==> src/core/uet_params.svh <==
// Constants for the serial transmit block: register map, fields, codes.
// Assumes inclusion by bare name from every core file that needs it.
`ifndef UET_PARAMS_SVH
`define UET_PARAMS_SVH

// ----------------------------------------------------------------
// Register byte offsets on the AXI4-Lite bus
// ----------------------------------------------------------------
`define UET_ADDR_W 4
`define UET_OFF_MODE 4'h0
`define UET_OFF_STAT 4'h4
`define UET_OFF_TXD 4'h8
`define UET_OFF_BAUD 4'hC

// ----------------------------------------------------------------
// Mode register fields and reset
// ----------------------------------------------------------------
`define UET_MODE_ON 15
`define UET_MODE_FMT_HI 2
`define UET_MODE_FMT_LO 1
`define UET_MODE_STOP 0
`define UET_MODE_WMASK 16'h8007
`define UET_MODE_RST 16'h0000

// ----------------------------------------------------------------
// Status and control register fields and reset
// ----------------------------------------------------------------
`define UET_ST_TXISEL 15
`define UET_ST_TXBRK 11
`define UET_ST_TXEN 10
`define UET_ST_TXFULL 9
`define UET_ST_TXSHE 8
`define UET_ST_RXIDLE 4
`define UET_ST_WMASK 16'h8CE0
`define UET_ST_RST 16'h0000
`define UET_BAUD_RST 16'h0000

// ----------------------------------------------------------------
// Character format codes and buffer shape
// ----------------------------------------------------------------
`define UET_FMT_8EVEN 2'h1
`define UET_FMT_8ODD 2'h2
`define UET_FMT_9NONE 2'h3
`define UET_LAST_8 4'h7
`define UET_LAST_9 4'h8
`define UET_CHAR_W 9
`define UET_FIFO_DEPTH 4
`define UET_PTR_W 2
`define UET_CNT_W 3

// ----------------------------------------------------------------
// Bus responses
// ----------------------------------------------------------------
`define UET_RESP_OKAY 2'h0
`define UET_RESP_SLVERR 2'h2

`endif

==> src/core/uet_pkg.sv <==
// Types shared by the serial transmit block.
// Assumes the constants header is on the include path.
`include "uet_params.svh"

package uet_pkg;

  // One queued character, nine bits wide
  typedef logic [`UET_CHAR_W-1:0] uet_char_t;

  // Character format taken from the mode register
  typedef struct packed {
    logic [1:0] dataParitySelect;
    logic stopSelect;
  } uet_fmt_t;

  // Transmit sequencer states
  typedef enum logic [2:0] {
    TX_IDLE,
    TX_WAIT,
    TX_START,
    TX_DATA,
    TX_PARITY,
    TX_STOP1,
    TX_STOP2
  } uet_tx_state_t;

endpackage : uet_pkg

==> src/core/uet_tx_fifo.sv <==
// Transmit holding buffer: four nine-bit entries in flip-flops.
// Assumes one clock; flush empties it in one cycle.
`timescale 1ns/10ps
`include "uet_params.svh"

module uet_tx_fifo (
  // Clock and reset
  input wire logic clk_sys,
  input wire logic rst_n,
  input wire logic flush,
  // Filling side
  input wire logic inValid,
  input wire uet_pkg::uet_char_t inData,
  output logic inReady,
  // Draining side
  output logic outValid,
  input wire logic outReady,
  output uet_pkg::uet_char_t outData
);

  // Storage and pointers
  uet_pkg::uet_char_t mem [`UET_FIFO_DEPTH];
  logic [`UET_PTR_W-1:0] wrPtr;
  logic [`UET_PTR_W-1:0] rdPtr;
  logic [`UET_CNT_W-1:0] count;

  // Handshake decode
  wire doPush = inValid && inReady;
  wire doPop = outValid && outReady;

  // Full refuses pushes without moving any entry
  assign inReady = (count != `UET_CNT_W'(`UET_FIFO_DEPTH));
  assign outValid = (count != '0);
  assign outData = mem[rdPtr];

  // Pointer and count update
  always_ff @(posedge clk_sys) begin
    if (!rst_n || flush) begin
      wrPtr <= '0;
      rdPtr <= '0;
      count <= '0;
    end else begin
      if (doPush) begin
        wrPtr <= wrPtr + `UET_PTR_W'(1);
      end
      if (doPop) begin
        rdPtr <= rdPtr + `UET_PTR_W'(1);
      end
      count <= count + `UET_CNT_W'(doPush) - `UET_CNT_W'(doPop);
    end
  end

  // Entry write
  always_ff @(posedge clk_sys) begin
    if (doPush) begin
      mem[wrPtr] <= inData;
    end
  end

endmodule : uet_tx_fifo

==> src/core/uet_uart.sv <==
// Serial port enable, format selection and transmit path.
// Assumes an AXI4-Lite master on the register side and a port block
// that supplies latch and direction bits for the two shared pins.
//
// The register offsets and the AXI4-Lite register port are this design's own decisions.
`timescale 1ns/10ps
`include "uet_params.svh"

// Notes on behaviour
// RQ1 - Enabled: out pin drives, in pin input
// RQ2 - Enabled and idle: out pin high
// RQ3 - Reset disables; disabled pins follow port
// RQ4 - Disable empties buffers, resets baud counter
// RQ5 - Disable clears flags, sets idle, empty
// RQ6 - Disable keeps other controls, mode, divisor
// RQ7 - Disable aborts; re-enable keeps configuration
// RQ8 - Format: 8 even, odd, none, 9
// RQ9 - One or two stop bits
// RQ10 - Reset format: 8 bits, none, 1 stop
// RQ11 - Software: format, divisor, enable, then data
// RQ12 - Free shifter loads at once, shifts next tick
// RQ13 - Late transmit enable starts stream immediately
// RQ14 - Transmit interrupt condition per select bit
// RQ15 - Nine-bit writes keep upper seven zero
// RQ16 - Holding buffer nine wide, four deep
// RQ17 - Full flag when buffer cannot accept
// RQ18 - Write to full buffer is dropped
// RQ19 - Buffer cleared by reset and by disable
// RQ20 - Start, data LSB first, parity, stops
module uet_uart (
  // Clock and reset
  input wire logic clk_sys,
  input wire logic rst_n,
  // AXI4-Lite write address
  input wire logic [`UET_ADDR_W-1:0] s_axi_awaddr,
  input wire logic s_axi_awvalid,
  output logic s_axi_awready,
  // AXI4-Lite write data
  input wire logic [31:0] s_axi_wdata,
  input wire logic [3:0] s_axi_wstrb,
  input wire logic s_axi_wvalid,
  output logic s_axi_wready,
  // AXI4-Lite write response
  output logic [1:0] s_axi_bresp,
  output logic s_axi_bvalid,
  input wire logic s_axi_bready,
  // AXI4-Lite read address
  input wire logic [`UET_ADDR_W-1:0] s_axi_araddr,
  input wire logic s_axi_arvalid,
  output logic s_axi_arready,
  // AXI4-Lite read data
  output logic [31:0] s_axi_rdata,
  output logic [1:0] s_axi_rresp,
  output logic s_axi_rvalid,
  input wire logic s_axi_rready,
  // Port latch and direction for the two pins, index 0 out, 1 in
  input wire logic [1:0] portLatch,
  input wire logic [1:0] portDirectionBits,
  // Serial pins
  output logic serialOutPinOut,
  output logic serialOutPinOe,
  output logic serialInPinOut,
  output logic serialInPinOe,
  // Transmit event
  output logic txIrq
);

  // ----------------------------------------------------------------
  // Declarations
  // ----------------------------------------------------------------
  logic awHeld;                         // Write address captured
  logic [`UET_ADDR_W-1:0] awAddr;       // Captured write address
  logic wHeld;                          // Write data captured
  logic [31:0] wData;                   // Captured write data
  logic [3:0] wStrb;                    // Captured byte enables
  logic [15:0] modeReg;                 // Mode register
  logic [15:0] ctrlReg;                 // Writable status bits
  logic [15:0] baudDivisorReg;          // Bit period divisor
  logic [15:0] next_ctrl;               // Control after write/disable
  logic [15:0] baudCnt;                 // Baud countdown
  uet_pkg::uet_tx_state_t txState;      // Sequencer state
  uet_pkg::uet_tx_state_t next_state;   // Sequencer next state
  uet_pkg::uet_char_t txShiftReg;       // Shift register
  uet_pkg::uet_char_t next_shift;       // Shift register next
  logic [3:0] bitIdx;                   // Data bit index
  logic [3:0] next_bitIdx;              // Data bit index next
  logic txLine;                         // Serial line level
  logic next_line;                      // Serial line next level
  logic parityBit;                      // Parity of loaded character
  logic fifoInReady;                    // Buffer accepts
  logic fifoOutValid;                   // Buffer holds a character
  uet_pkg::uet_char_t fifoOutData;      // Oldest character

  // ----------------------------------------------------------------
  // Field decode
  // ----------------------------------------------------------------
  wire moduleOn = modeReg[`UET_MODE_ON];
  wire uet_pkg::uet_fmt_t fmt = modeReg[`UET_MODE_FMT_HI:`UET_MODE_STOP];
  wire txEnable = ctrlReg[`UET_ST_TXEN];
  wire txBreak = ctrlReg[`UET_ST_TXBRK];
  wire txIrqSelect = ctrlReg[`UET_ST_TXISEL];
  wire txShiftEmpty = (txState == uet_pkg::TX_IDLE);
  // RQ17 full flag
  wire txFull = !fifoInReady;
  // RQ8 parity choice
  wire hasParity = (fmt.dataParitySelect == `UET_FMT_8EVEN) ||
                   (fmt.dataParitySelect == `UET_FMT_8ODD);
  wire [3:0] lastBit = (fmt.dataParitySelect == `UET_FMT_9NONE) ? `UET_LAST_9 : `UET_LAST_8;

  // ----------------------------------------------------------------
  // Bus handshake decode
  // ----------------------------------------------------------------
  assign s_axi_awready = !awHeld && !s_axi_bvalid;
  assign s_axi_wready = !wHeld && !s_axi_bvalid;
  assign s_axi_arready = !s_axi_rvalid;
  wire regWrite = awHeld && wHeld && !s_axi_bvalid;
  wire hitModeW = (awAddr == `UET_OFF_MODE);
  wire hitStatW = (awAddr == `UET_OFF_STAT);
  wire hitTxdW = (awAddr == `UET_OFF_TXD);
  wire hitBaudW = (awAddr == `UET_OFF_BAUD);
  wire writeMapped = hitModeW || hitStatW || hitTxdW || hitBaudW;
  wire [15:0] laneMask = {{8{wStrb[1]}}, {8{wStrb[0]}}};
  wire readTake = s_axi_arvalid && s_axi_arready;
  wire readMapped = (s_axi_araddr == `UET_OFF_MODE) || (s_axi_araddr == `UET_OFF_STAT) ||
                    (s_axi_araddr == `UET_OFF_TXD) || (s_axi_araddr == `UET_OFF_BAUD);

  // ----------------------------------------------------------------
  // Register next values
  // ----------------------------------------------------------------
  wire [15:0] wordIn = wData[15:0];
  wire [15:0] next_mode = (modeReg & ~(laneMask & `UET_MODE_WMASK)) |
                          (wordIn & laneMask & `UET_MODE_WMASK);
  wire [15:0] ctrlMerged = (ctrlReg & ~(laneMask & `UET_ST_WMASK)) |
                           (wordIn & laneMask & `UET_ST_WMASK);
  wire [15:0] next_baud = (baudDivisorReg & ~laneMask) | (wordIn & laneMask);
  wire [15:0] ctrlAfterWrite = (regWrite && hitStatW) ? ctrlMerged : ctrlReg;
  wire [15:0] disableMask = ~((16'h0001 << `UET_ST_TXEN) | (16'h0001 << `UET_ST_TXBRK));
  // RQ5 disable clears enable, break
  assign next_ctrl = moduleOn ? ctrlAfterWrite : (ctrlAfterWrite & disableMask);

  // Status view: receiver absent, so its flags read idle and clear
  wire [15:0] statusView = ctrlReg |
                           (16'(txFull) << `UET_ST_TXFULL) |
                           (16'(txShiftEmpty) << `UET_ST_TXSHE) |
                           (16'h0001 << `UET_ST_RXIDLE);
  wire [15:0] readWord = (s_axi_araddr == `UET_OFF_MODE) ? modeReg :
                         (s_axi_araddr == `UET_OFF_STAT) ? statusView :
                         (s_axi_araddr == `UET_OFF_BAUD) ? baudDivisorReg : 16'h0000;

  // ----------------------------------------------------------------
  // Write channel capture
  // ----------------------------------------------------------------
  // Address and data are taken in either order, then joined
  always_ff @(posedge clk_sys) begin
    if (!rst_n) begin
      awHeld <= 1'b0;
      awAddr <= '0;
    end else if (s_axi_awvalid && s_axi_awready) begin
      awHeld <= 1'b1;
      awAddr <= s_axi_awaddr;
    end else if (regWrite) begin
      awHeld <= 1'b0;
    end
  end

  // Data beat capture
  always_ff @(posedge clk_sys) begin
    if (!rst_n) begin
      wHeld <= 1'b0;
      wData <= 32'h00000000;
      wStrb <= 4'h0;
    end else if (s_axi_wvalid && s_axi_wready) begin
      wHeld <= 1'b1;
      wData <= s_axi_wdata;
      wStrb <= s_axi_wstrb;
    end else if (regWrite) begin
      wHeld <= 1'b0;
    end
  end

  // Write response, held until taken
  always_ff @(posedge clk_sys) begin
    if (!rst_n) begin
      s_axi_bvalid <= 1'b0;
      s_axi_bresp <= `UET_RESP_OKAY;
    end else if (regWrite) begin
      s_axi_bvalid <= 1'b1;
      s_axi_bresp <= writeMapped ? `UET_RESP_OKAY : `UET_RESP_SLVERR;
    end else if (s_axi_bready) begin
      s_axi_bvalid <= 1'b0;
    end
  end

  // Read answer, one cycle after the address is taken
  always_ff @(posedge clk_sys) begin
    if (!rst_n) begin
      s_axi_rvalid <= 1'b0;
      s_axi_rdata <= 32'h00000000;
      s_axi_rresp <= `UET_RESP_OKAY;
    end else if (readTake) begin
      s_axi_rvalid <= 1'b1;
      s_axi_rdata <= {16'h0000, readWord};
      s_axi_rresp <= readMapped ? `UET_RESP_OKAY : `UET_RESP_SLVERR;
    end else if (s_axi_rready) begin
      s_axi_rvalid <= 1'b0;
    end
  end

  // ----------------------------------------------------------------
  // Configuration registers
  // ----------------------------------------------------------------
  // RQ3 reset leaves module off
  // RQ10 reset format 8N1
  // RQ6 disable keeps mode, divisor
  always_ff @(posedge clk_sys) begin
    if (!rst_n) begin
      modeReg <= `UET_MODE_RST;
      ctrlReg <= `UET_ST_RST;
      baudDivisorReg <= `UET_BAUD_RST;
    end else begin
      if (regWrite && hitModeW) begin
        modeReg <= next_mode;
      end
      ctrlReg <= next_ctrl;
      if (regWrite && hitBaudW) begin
        baudDivisorReg <= next_baud;
      end
    end
  end

  // ----------------------------------------------------------------
  // Transmit holding buffer
  // ----------------------------------------------------------------
  // RQ18 full buffer drops write
  wire pushValid = regWrite && hitTxdW && wStrb[0] && moduleOn;
  // Shifter takes a character only when free and transmit is on
  wire popReady = txShiftEmpty && txEnable && moduleOn;
  wire loadShift = popReady && fifoOutValid;

  // RQ16 four entries of nine bits
  // RQ4 disable empties buffer
  // RQ19 reset empties buffer
  uet_tx_fifo txHoldingBuffer (
    .clk_sys(clk_sys),
    .rst_n(rst_n),
    .flush(!moduleOn),
    .inValid(pushValid),
    .inData(wData[`UET_CHAR_W-1:0]),
    .inReady(fifoInReady),
    .outValid(fifoOutValid),
    .outReady(popReady),
    .outData(fifoOutData)
  );

  // ----------------------------------------------------------------
  // Baud generator
  // ----------------------------------------------------------------
  // Counter sits at zero while idle, so a fresh character ticks at once
  wire baudRun = moduleOn && txEnable && !txShiftEmpty;
  wire baudTick = baudRun && (baudCnt == 16'h0000);

  // RQ13 cleared count, immediate start
  always_ff @(posedge clk_sys) begin
    if (!rst_n || !baudRun) begin
      baudCnt <= 16'h0000;
    end else if (baudCnt == 16'h0000) begin
      baudCnt <= baudDivisorReg;
    end else begin
      baudCnt <= baudCnt - 16'h0001;
    end
  end

  // ----------------------------------------------------------------
  // Frame sequencer, next state
  // ----------------------------------------------------------------
  // Each state after TX_IDLE moves on a baud tick; all but the stop states set the line for the next bit; TX_IDLE moves on a load
  always_comb begin
    next_state = txState;
    next_shift = txShiftReg;
    next_bitIdx = bitIdx;
    next_line = txLine;
    case (txState)
      uet_pkg::TX_IDLE: begin
        // RQ12 free shifter loads at once
        if (loadShift) begin
          next_state = uet_pkg::TX_WAIT;
          next_shift = fifoOutData;
        end
      end
      uet_pkg::TX_WAIT: begin
        // RQ20 low start bit
        if (baudTick) begin
          next_state = uet_pkg::TX_START;
          next_line = 1'b0;
        end
      end
      uet_pkg::TX_START: begin
        // First data bit, least significant first
        if (baudTick) begin
          next_state = uet_pkg::TX_DATA;
          next_line = txShiftReg[0];
          next_shift = txShiftReg >> 1;
          next_bitIdx = 4'h0;
        end
      end
      uet_pkg::TX_DATA: begin
        if (baudTick) begin
          if (bitIdx != lastBit) begin
            // More data bits
            next_line = txShiftReg[0];
            next_shift = txShiftReg >> 1;
            next_bitIdx = bitIdx + 4'h1;
          end else if (hasParity) begin
            // RQ8 optional parity bit
            next_state = uet_pkg::TX_PARITY;
            next_line = parityBit;
          end else begin
            // Straight to stop
            next_state = uet_pkg::TX_STOP1;
            next_line = 1'b1;
          end
        end
      end
      uet_pkg::TX_PARITY: begin
        if (baudTick) begin
          next_state = uet_pkg::TX_STOP1;
          next_line = 1'b1;
        end
      end
      uet_pkg::TX_STOP1: begin
        // RQ9 second stop bit
        if (baudTick) begin
          next_state = fmt.stopSelect ? uet_pkg::TX_STOP2 : uet_pkg::TX_IDLE;
        end
      end
      uet_pkg::TX_STOP2: begin
        if (baudTick) begin
          next_state = uet_pkg::TX_IDLE;
        end
      end
      default: begin
        next_state = uet_pkg::TX_IDLE;
        next_line = 1'b1;
      end
    endcase
  end

  // ----------------------------------------------------------------
  // Frame sequencer, registers
  // ----------------------------------------------------------------
  // RQ7 disable aborts the frame
  always_ff @(posedge clk_sys) begin
    if (!rst_n || !moduleOn) begin
      txState <= uet_pkg::TX_IDLE;
      txShiftReg <= '0;
      bitIdx <= 4'h0;
      txLine <= 1'b1;
    end else begin
      txState <= next_state;
      txShiftReg <= next_shift;
      bitIdx <= next_bitIdx;
      txLine <= next_line;
    end
  end

  // Parity fixed at load: even is data XOR, odd its inverse
  always_ff @(posedge clk_sys) begin
    if (!rst_n) begin
      parityBit <= 1'b0;
    end else if (loadShift) begin
      parityBit <= (fmt.dataParitySelect == `UET_FMT_8ODD) ? ~^fifoOutData[7:0] :
                   ^fifoOutData[7:0];
    end
  end

  // ----------------------------------------------------------------
  // Transmit interrupt
  // ----------------------------------------------------------------
  // Select clear: a character left the buffer; set: all sent
  wire frameDone = baudTick && (next_state == uet_pkg::TX_IDLE) && !txShiftEmpty;
  // RQ14 select picks event
  always_ff @(posedge clk_sys) begin
    if (!rst_n || !moduleOn) begin
      txIrq <= 1'b0;
    end else begin
      txIrq <= txIrqSelect ? (frameDone && !fifoOutValid) : loadShift;
    end
  end

  // ----------------------------------------------------------------
  // Pin ownership
  // ----------------------------------------------------------------
  // RQ1 module owns both pins
  // RQ2 idle line high
  // RQ3 disabled pins follow port
  assign serialOutPinOut = moduleOn ? (txLine && !txBreak) : portLatch[0];
  assign serialOutPinOe = moduleOn ? 1'b1 : !portDirectionBits[0];
  assign serialInPinOut = portLatch[1];
  assign serialInPinOe = moduleOn ? 1'b0 : !portDirectionBits[1];

endmodule : uet_uart

==> config.mk <==
export PLATFORM = sky130hd
export DESIGN_NAME = uet_uart
export DESIGN_NICKNAME = d
export VERILOG_FILES = /design/src/core/uet_pkg.sv /design/src/core/uet_tx_fifo.sv /design/src/core/uet_uart.sv
export VERILOG_INCLUDE_DIRS = /design/src /design/src/core
export SDC_FILE = /design/constraint.sdc
export NUM_CORES = 1
export LEC_CHECK = 0
export BUFFER_PORTS_ARGS = -buffer_cell sky130_fd_sc_hd__buf_2
export CAP_MARGIN = 10
export CORE_ASPECT_RATIO = 1.2
export CORE_UTILIZATION = 41
export CTS_BUF_LIST = sky130_fd_sc_hd__clkbuf_8
export CTS_CLUSTER_SIZE = 8
export DETAILED_ROUTE_END_ITERATION = 8
export PLACE_DENSITY = 0.66
export REMOVE_ABC_BUFFERS = 1
export SYNTH_ARGS = -nofsm -noshare
export SYNTH_HDL_FRONTEND = slang
export SYNTH_SLANG_ARGS = --single-unit
==> constraint.sdc <==
create_clock -name clk_sys -period 6.8 [get_ports clk_sys]
set_clock_uncertainty 0.2 [all_clocks]
set_input_delay 0.34 -clock clk_sys [delete_from_list [all_inputs] [get_ports clk_sys]]
set_output_delay 0.34 -clock clk_sys [all_outputs]
set_load 0.005 [all_outputs]
==> results of run 1 <==
==> power groups by stage <==
stage               Sequential, uW  Clock [uW]  Combinational, uW
floorplan                      954           0               34.5
global placement               959           0               63.9
detailed placement             960           0               65.7
CTS                            939         728               77.1
global route                   941         768               85.2
finish                         939         714               76.5
==> synthesized netlist by cell type, types with 11 or more instances <==
library cell,count,area share (%)
sky130_fd_sc_hd__dfxtp_1,114,33
sky130_fd_sc_hd__nand2_1,62,3.4
sky130_fd_sc_hd__mux2i_1,45,6.6
sky130_fd_sc_hd__nor2_1,41,2.2
sky130_fd_sc_hd__nor2b_1,40,3.6
sky130_fd_sc_hd__edfxtp_1,36,16
sky130_fd_sc_hd__clkbuf_1,24,1.3
sky130_fd_sc_hd__a21boi_0,21,2.3
sky130_fd_sc_hd__a21oi_1,21,1.5
sky130_fd_sc_hd__buf_4,20,2.2
sky130_fd_sc_hd__o21ai_0,18,1.3
sky130_fd_sc_hd__and2_1,17,1.5
sky130_fd_sc_hd__inv_1,16,0.87
sky130_fd_sc_hd__a211oi_1,14,1.5
sky130_fd_sc_hd__xor2_1,12,1.5
sky130_fd_sc_hd__ha_1,11,2.0
==> critical path: stages, from the launching register on <==
cell and delay [ns]:
sky130_fd_sc_hd__dfxtp_1 0.61, sky130_fd_sc_hd__nand2_1 0.24, sky130_fd_sc_hd__or3_1 0.53, sky130_fd_sc_hd__inv_1 0.22
sky130_fd_sc_hd__ha_1 0.27, sky130_fd_sc_hd__inv_1 0.06, sky130_fd_sc_hd__ha_1 0.13, sky130_fd_sc_hd__inv_1 0.05
sky130_fd_sc_hd__fa_1 0.38, sky130_fd_sc_hd__xor2_1 0.20, sky130_fd_sc_hd__xnor2_1 0.14, sky130_fd_sc_hd__nor2_1 0.06
==> final timing paths <==
check,to,cells after the start
worst max-delay path,txHoldingBuffer.count[2]$_SDFF_PN0_,11
worst min-delay path,s_axi_rresp[1]$_SDFFE_PN0P_,3
worst max register to register,txHoldingBuffer.count[2]$_SDFF_PN0_,11
worst min register to register,wData[14]$_SDFFE_PN0P_,2
==> stage by stage <==
step                worst slack (ns)  std cells  area [um^2]  total power [uW]  hold slack (ns)
floorplan                       4.01        616         6650               989            0.243
global placement                3.72        893         7250              1020            0.253
detailed placement              3.66        893         7250              1030            0.263
CTS                             3.63        949         7910              1740           0.0593
global route                    3.43        949         7910              1790           0.0814
finish                          3.61        949         7910              1730           0.0785
==> final cells by class <==
| cell class | instances | share of cell area (%) |
|---|---|---|
| tap | 212 | 3.35 |
| multi-input combinational | 449 | 40.8 |
| sequential | 150 | 42.5 |
| inverter | 17 | 0.806 |
| timing repair buffer | 90 | 7.37 |
| clock inverter | 12 | 1.90 |
| clock buffer | 19 | 3.30 |
==> metal layers <==
layer,GRT usage [%],vias to the layer above
met2,32.0,129
met3,4.37,12
met1,21.6,2378
li1,-,2423
met5,0,-
met4,6.82,0
==> kinds of logic (layout without fill, tap and decap cells) <==
group	Yosys count	after routing	share of synthesized area, %
XOR/XNOR	22	22	3.00
adder cells (fa/ha/maj)	12	12	2.29
multiplexers	54	54	9.50
buffers and inverters	68	138	5.10
AND/OR/NAND/NOR	220	220	17.7
flip-flops	150	150	48.9
AO/OA/AOI/OAI	123	123	13.5
other	1	18	0.0545
==> cells in the final DEF (no fill, tap or decap), drive strengths merged, types with 7 or more instances in the layout <==
master and instances:
a21boi 21, dlygate4sd3 25, or3 9, nand3 11
a211oi 23, o21ai 19, mux4 9, o31ai 7
edfxtp 36, conb 18, ha 11, nand2 62
mux2i 45, inv 22, a21oi 22, buf 65
and2 17, xor2 12, dfxtp 114, nor2 41
clkbuf 19, a22oi 8, nor2b 40, xnor2 9
==> what timing repair did <==
action | CTS | global route
hold buffers | 25 | 0
endpoints found under the hold margin | 24 | 0
resized for setup | 0 | 0
==> impl.org, run 1 <==
** Outcome
- Run status :: complete, no violations

** Cells and area
- Area of the multi-input gates :: 3230 um^2
- Cells with a size suffix above 1 make up 17.9% of the layout.
- Relative to the synthesized area, the layout overhead comes to 15.1%.
- Fill cell count :: 1526
- The final layout contains 792 nets.
- The number of antenna diodes in the final layout is 0.
- Cells fill about 48% of the core in the end.
- Flip-flop and latch area :: 3360 um^2

** Route
- Vias per inst :: 5.21
- In the final routed layout, each cell accounts on average for 15.8 um.
- Total wire length after detailed routing :: about 15000 um
- In this run the remaining antenna-violating nets after routing total 0.
- Number of iterations in the first detailed-routing pass :: 5
- Met3 wire length :: approximately 560 um
- For this run, design rule violations remaining after detail routing come to 0.
- Detailed routing placed a total of 7710 um of wire on met2.
- In the final routing, the length of wire on met1 measures 6580 um.
- The detailed router finished its first iteration with 150 violations.
- Routed signal wires occupy layers up through met4.
- Vias after detailed routing :: just under 5000

** Synthesis
- For this run, the leading register cell type out of synthesis is sky130_fd_sc_hd__dfxtp_1.
- Warnings from Yosys :: 0
- Number of synthesized register bits :: 150
- Distinct cells, synth :: 67
- Number of enable-type register cells in the synthesized netlist :: 36
- Share of synthesized flip-flops with an asynchronous set or reset :: 0%
- Fraction of the yosys area taken by sequential cells :: 48.9%
- After synthesis the cells add up to 6880 um^2.
- Counting every instance in the synthesized netlist gives 650.
- Each instance of the synthesized netlist takes up on average 10.6 um^2.

** Setup path
- Kind of critical path :: flip-flop to flip-flop
- STA puts the critical path data arrival time at 3.34 ns.
- The worst setup path is captured at a flip-flop.
- Flop-to-flop setup slack :: 3.61 ns
- Req. time, crit path :: around 6.9 ns
- Worst setup SP type :: flip-flop
- Maximum fanout along the worst path :: 12

** Pwr
- In this run the power spent charging and discharging nets is approximately 390 uW.
- Cell internal power was estimated by the tool at 1340 uW.
- Combinational power share :: approximately 4.4%
- In this run switching power makes up 22.4% of total power.
- Proportion of power drawn by the clock network :: roughly two fifths
- The share of total power dissipated in sequential elements is between 50% and 60%.
- For this design the static power due to leakage is around 0.0032 uW.
- In this run the power density over the cells is 219 nW/um^2.
- The worst-case IR drop observed on VDD is around 0.12 mV.

** STA
- Max-slew violation count :: 0
- TNS Setup :: 0 ns
- For the pin with the worst max-slew slack, the measured transition is 0.780 ns.
- Final Hold Vio Count :: 0
- Derived from the worst setup path, the maximum achievable clock frequency is 313 MHz.
- Relative slew slack :: 47.9%
- In the finished design, the share of the clock period the worst path needs comes to 47.0%.
- Setup repair after global routing left no endpoint under its margin.
- Final worst path period need :: 3.19 ns
- Final setup vio count :: 0

** Global routing
- Global routing finished with a remaining overflow of 0.
- Entering global routing, the biggest net connects 75 pins.
- Via count of the first global-routing pass :: 4880
- First-pass GRT wire length :: 24100 um
- Across every metal layer, demand over resource in global routing totals 18.2%.
- The initial antenna violation count is 0.

** Clock tree
- Clock transition at the register clock pins on the worst setup and hold paths after CTS :: around 0.080 ns
- Counting the buffers created by CTS gives 17.
- The clock drives 150 sinks.
- Maximum clock path buffer count :: 2
- Post-CTS timing repair inserted 0 buffers for setup.
- Number of H-tree levels :: 4
- The clock reaches the later pin of the worst-skew pair after 0.46 ns.
- The tree is rooted in a sky130_fd_sc_hd__clkbuf_8.
- CTS tree :: yes

** Floorplan
- Row cnt :: 51
- From left edge to right edge, the die measures 120 um.
- Pin placement for this block handled 101 I/O pins.
- Floorplan die area :: 17300 um^2
- The initial utilization of the core area, before any placement, comes to 42.1%.
- Core Footprint :: 16300 um^2
- Die Span Y :: 144 um

** Run
- MaxCap Viol Count :: 0

** Placement
- Final weighted congestion in routability-driven placement :: 0.814
- Number of port buffers :: 62
- DP Wirelength :: 10500 um

** Min path
- Startpoint of the worst hold path :: s_axi_araddr[0]
- The path class of the tightest hold or removal check is primary input to flip-flop.
(Power assumes the default switching activity.)
==> inputs of run 2 (changes only) <==
--- a/config.mk
+++ b/config.mk
@@ -13,7 +13,7 @@
 export CTS_BUF_LIST = sky130_fd_sc_hd__clkbuf_8
 export CTS_CLUSTER_SIZE = 8
 export DETAILED_ROUTE_END_ITERATION = 8
-export PLACE_DENSITY = 0.66
+export PLACE_DENSITY = 0.68
 export REMOVE_ABC_BUFFERS = 1
 export SYNTH_ARGS = -nofsm -noshare
 export SYNTH_HDL_FRONTEND = slang
==> constraint.sdc (replaced) <==
create_clock -name clk_sys -period 2.6 [get_ports clk_sys]
set_clock_uncertainty 0.2 [all_clocks]
set_input_delay 0.13 -clock clk_sys [delete_from_list [all_inputs] [get_ports clk_sys]]
set_output_delay 0.13 -clock clk_sys [all_outputs]
set_load 0.005 [all_outputs]
==> run 2 against run 1 <==
Power grew to 2.7 times the previous value. Critical endpoint unchanged. Critical path depth is the same. Die area did not move. Sequential share of layout area down 1.4 points. Sequential power rose to 2.6 times the previous value. Largest cell class unchanged.
==> impl.org, run 2 (same netlist as run 1, synthesis figures left out) <==
** Outcome
- Run status :: complete, no violations

** Setup path
- Maximum fanout along the worst path :: 2 (-10)
- Worst setup SP type :: flip-flop
- The critical path arrival came to 2.74 ns (-0.60 ns).
- Req. time, crit path :: 2.74 ns (-4.20 ns)
- Flop-to-flop setup slack :: 0.0003 ns (-3.60 ns)
- Reg2Reg Capture Point :: txHoldingBuffer.count[2]$_SDFF_PN0_
- R2R cell count :: 11 (unchanged)
- Kind of critical path :: flip-flop to flip-flop
- Launch instance of the worst register-to-register path :: txState[0]$_SDFF_PN0_
- Category of the worst setup path capture point :: flip-flop

** STA
- Unrepaired setup endpoints after global routing :: yes
- The post-layout worst setup margin is 0.000306 ns (-3.60 ns).
- The final-report hold violation count is 0 (unchanged).
- The timing-limited maximum frequency was 385 MHz (+23%).
- The final critical delay including setup and external delays came to 2.60 ns (-0.595 ns).
- The relative slew slack was 47.8% (about the same).
- Transition time at the pin with the least slew margin :: 0.781 ns (+0.000531 ns)
- Final setup vio count :: 0 (unchanged)
- The count of final max-slew check failures came to 0 (unchanged).
- Final clock period utilization by the worst path :: 100% (+53 points)
- The final sum of negative setup slack was 0 ns (unchanged).

** Cells and area
- Antenna diodes :: 0 (unchanged)
- Leaving out fill and tap cells, the most frequent cells in the layout are sky130_fd_sc_hd__dfxtp_1, sky130_fd_sc_hd__nand2_1, sky130_fd_sc_hd__buf_2.
- Number of nets in the layout :: 822 (+3.8%)
- Fraction of layout instances using a drive strength above 1 :: 21.0% (+3.1 points)
- The library cell used most frequently in the layout, excluding fill and tap cells, is sky130_fd_sc_hd__dfxtp_1.
- Area growth from synthesis to layout :: 19.1%

** Route
- Vias after detailed routing :: 5049 (+2.2%)
- DR DRC count :: 0 (unchanged)
- The wire length after detailed routing came to 15500 um (+3.0%).
- WL/cell :: 15.8 um (-0.28%)
- Vias per inst :: 5.15 (-1.1%)
- Number of iterations in the first detailed-routing pass :: 6 (+1)
- The DRC violation total after the first TritonRoute iteration came to 281 (+87%).
- Final antenna-violating net count :: 0 (unchanged)

** Floorplan
- The floorplan row count came to 51 (unchanged).
- Core Footprint :: 16300 um^2 (unchanged)
- The total die area was 17300 um^2 (unchanged).
- Initial cell density of the core :: 42.1% (unchanged)
- Chip Width :: 120 um (unchanged)
- I/O pin cnt :: 101 (unchanged)
- Die Span Y :: 144 um (unchanged)

** Global routing
- The first-pass GRT wire length came to 25400 um (+5.3%).
- Busiest layer in global routing :: met2
- The total congestion overflow after global routing came to 0 (unchanged).
- Global routing usage on met3 :: 4.29% (-0.079 points)
- Largest net degree at the start of global routing :: 53 (-29%)
- The via count of the first global-routing pass came to 5049 (+3.5%).
- Global-route usage over all layers :: 19.2% (+0.92 points)
- Met1 track demand over resource in global routing :: 23.5% (+1.9 points)
- The routing usage on met2 is 32.3% (+0.27 points).
- Initial antenna violation count :: 0 (unchanged)

** Placement
- Setup slack at placement :: -0.0365 ns (-3.70 ns)
- The HPWL after detailed placement came to 11000 um (+5.3%).
- Number of port buffers :: 62 (unchanged)
- Final weighted congestion in routability-driven placement :: 0.934 (+15%)

** Clock tree
- TritonCTS built the clock tree.
- The CTS sink count was 150 (unchanged).
- In this run the clock root is driven by a sky130_fd_sc_hd__clkbuf_8.
- Maximum clock path buffer count :: 2 (unchanged)
- Clock transition at the register clock pins on the worst setup and hold paths after CTS :: 0.08 ns (about the same)
- Clock Latency Late Sink :: 0.46 ns (about the same)
- The number of H-tree levels came to 4 (unchanged).
- Number of CTS-inserted buffers :: 17 (unchanged)
- The total setup buffers inserted after CTS is 0 (unchanged).

** Pwr
- Power density over cell area :: 567 nW/um^2 (+160%)
- Reported leakage power :: 0.00334 uW (+5.4%)
- Worst-case vdd ir drop :: 0.297 mV (+150%)

** Min path
- The startpoint identified for the worst hold timing path is s_axi_awvalid.
- Worst hold path endpoint :: awHeld$_SDFFE_PN0P_
- Worst min path class :: primary input to flip-flop
- The depth of the worst hold-timing path was 4 (+1).

** Run
- The number of max-cap violations is 0 (unchanged).
## run 2: routing by layer
metal | up-vias | wire length, um
met5 | - | 0
met2 | 148 | 7590
met3 | 26 | 737
met1 | 2378 | 6790
li1 | 2497 | -
met4 | 0 | 368
## run 2: critical path, stage by stage, from the launching register on
cell and delay [ns]:
sky130_fd_sc_hd__dfxtp_1 0.32, sky130_fd_sc_hd__or3_4 0.39, sky130_fd_sc_hd__or3_4 0.34, sky130_fd_sc_hd__inv_2 0.07, sky130_fd_sc_hd__ha_1 0.22, sky130_fd_sc_hd__inv_1 0.06, sky130_fd_sc_hd__ha_1 0.14, sky130_fd_sc_hd__inv_1 0.05
sky130_fd_sc_hd__fa_2 0.33, sky130_fd_sc_hd__xor2_1 0.19, sky130_fd_sc_hd__xnor2_1 0.13, sky130_fd_sc_hd__nor2_1 0.06
## run 2: metrics by stage
stage	instance area [um^2]	instances	hold WS (ns)	util (%)	power (uW)
final	8190	980	0.0545	50.1	4640
after CTS	8190	980	0.0315	50.1	4680
after detailed placement	7420	916	0.0601	45.4	2690
after global placement	7420	916	0.0601	45.4	2680
after global routing	8190	980	0.0601	50.1	4810
after floorplan	6650	616	0.0517	-	2590
## run 2: layout make-up
type                            instances  area, um^2
Fill cell                            1462        8140
Sequential cell                       150        3360
Timing Repair Buffer                  120         826
Clock buffer                           19         262
Tap cell                              212         265
Clock inverter                         13         178
Inverter                               17        63.8
Multi-Input combinational cell        449        3230
## run 2: worst max path at each step
stage	start	endpoint	slack (ns)
6_report	txState[0]$_SDFF_PN0_	txHoldingBuffer.count[2]$_SDFF_PN0_	0.0003
5_1_grt	txState[0]$_SDFF_PN0_	txHoldingBuffer.count[2]$_SDFF_PN0_	-0.19
4_1_cts	txState[0]$_SDFF_PN0_	txHoldingBuffer.count[2]$_SDFF_PN0_	0.003
3_5_place_dp	txState[0]$_SDFF_PN0_	txHoldingBuffer.count[2]$_SDFF_PN0_	-0.04
3_3_place_gp	txState[0]$_SDFF_PN0_	txHoldingBuffer.count[2]$_SDFF_PN0_	0.03
2_1_floorplan	txState[1]$_SDFF_PN0_	txHoldingBuffer.count[2]$_SDFF_PN0_	-0.19
## run 2: repair_timing
item | 4_1_cts | 5_1_grt
hold buffers | 32 | 0
pin swaps | 1 | 0
gates cloned | 0 | 0
hold endpoints to repair | 39 | 0
gates resized for setup | 3 | 1
endpoints found under the setup margin | 1 | 6
## run 2: report_power, final
group | total (uW) | switching [uW] | internal [uW]
clock | 1970 | 874 | 1090
combinational | 219 | 109 | 110
sequential | 2460 | 44.1 | 2420
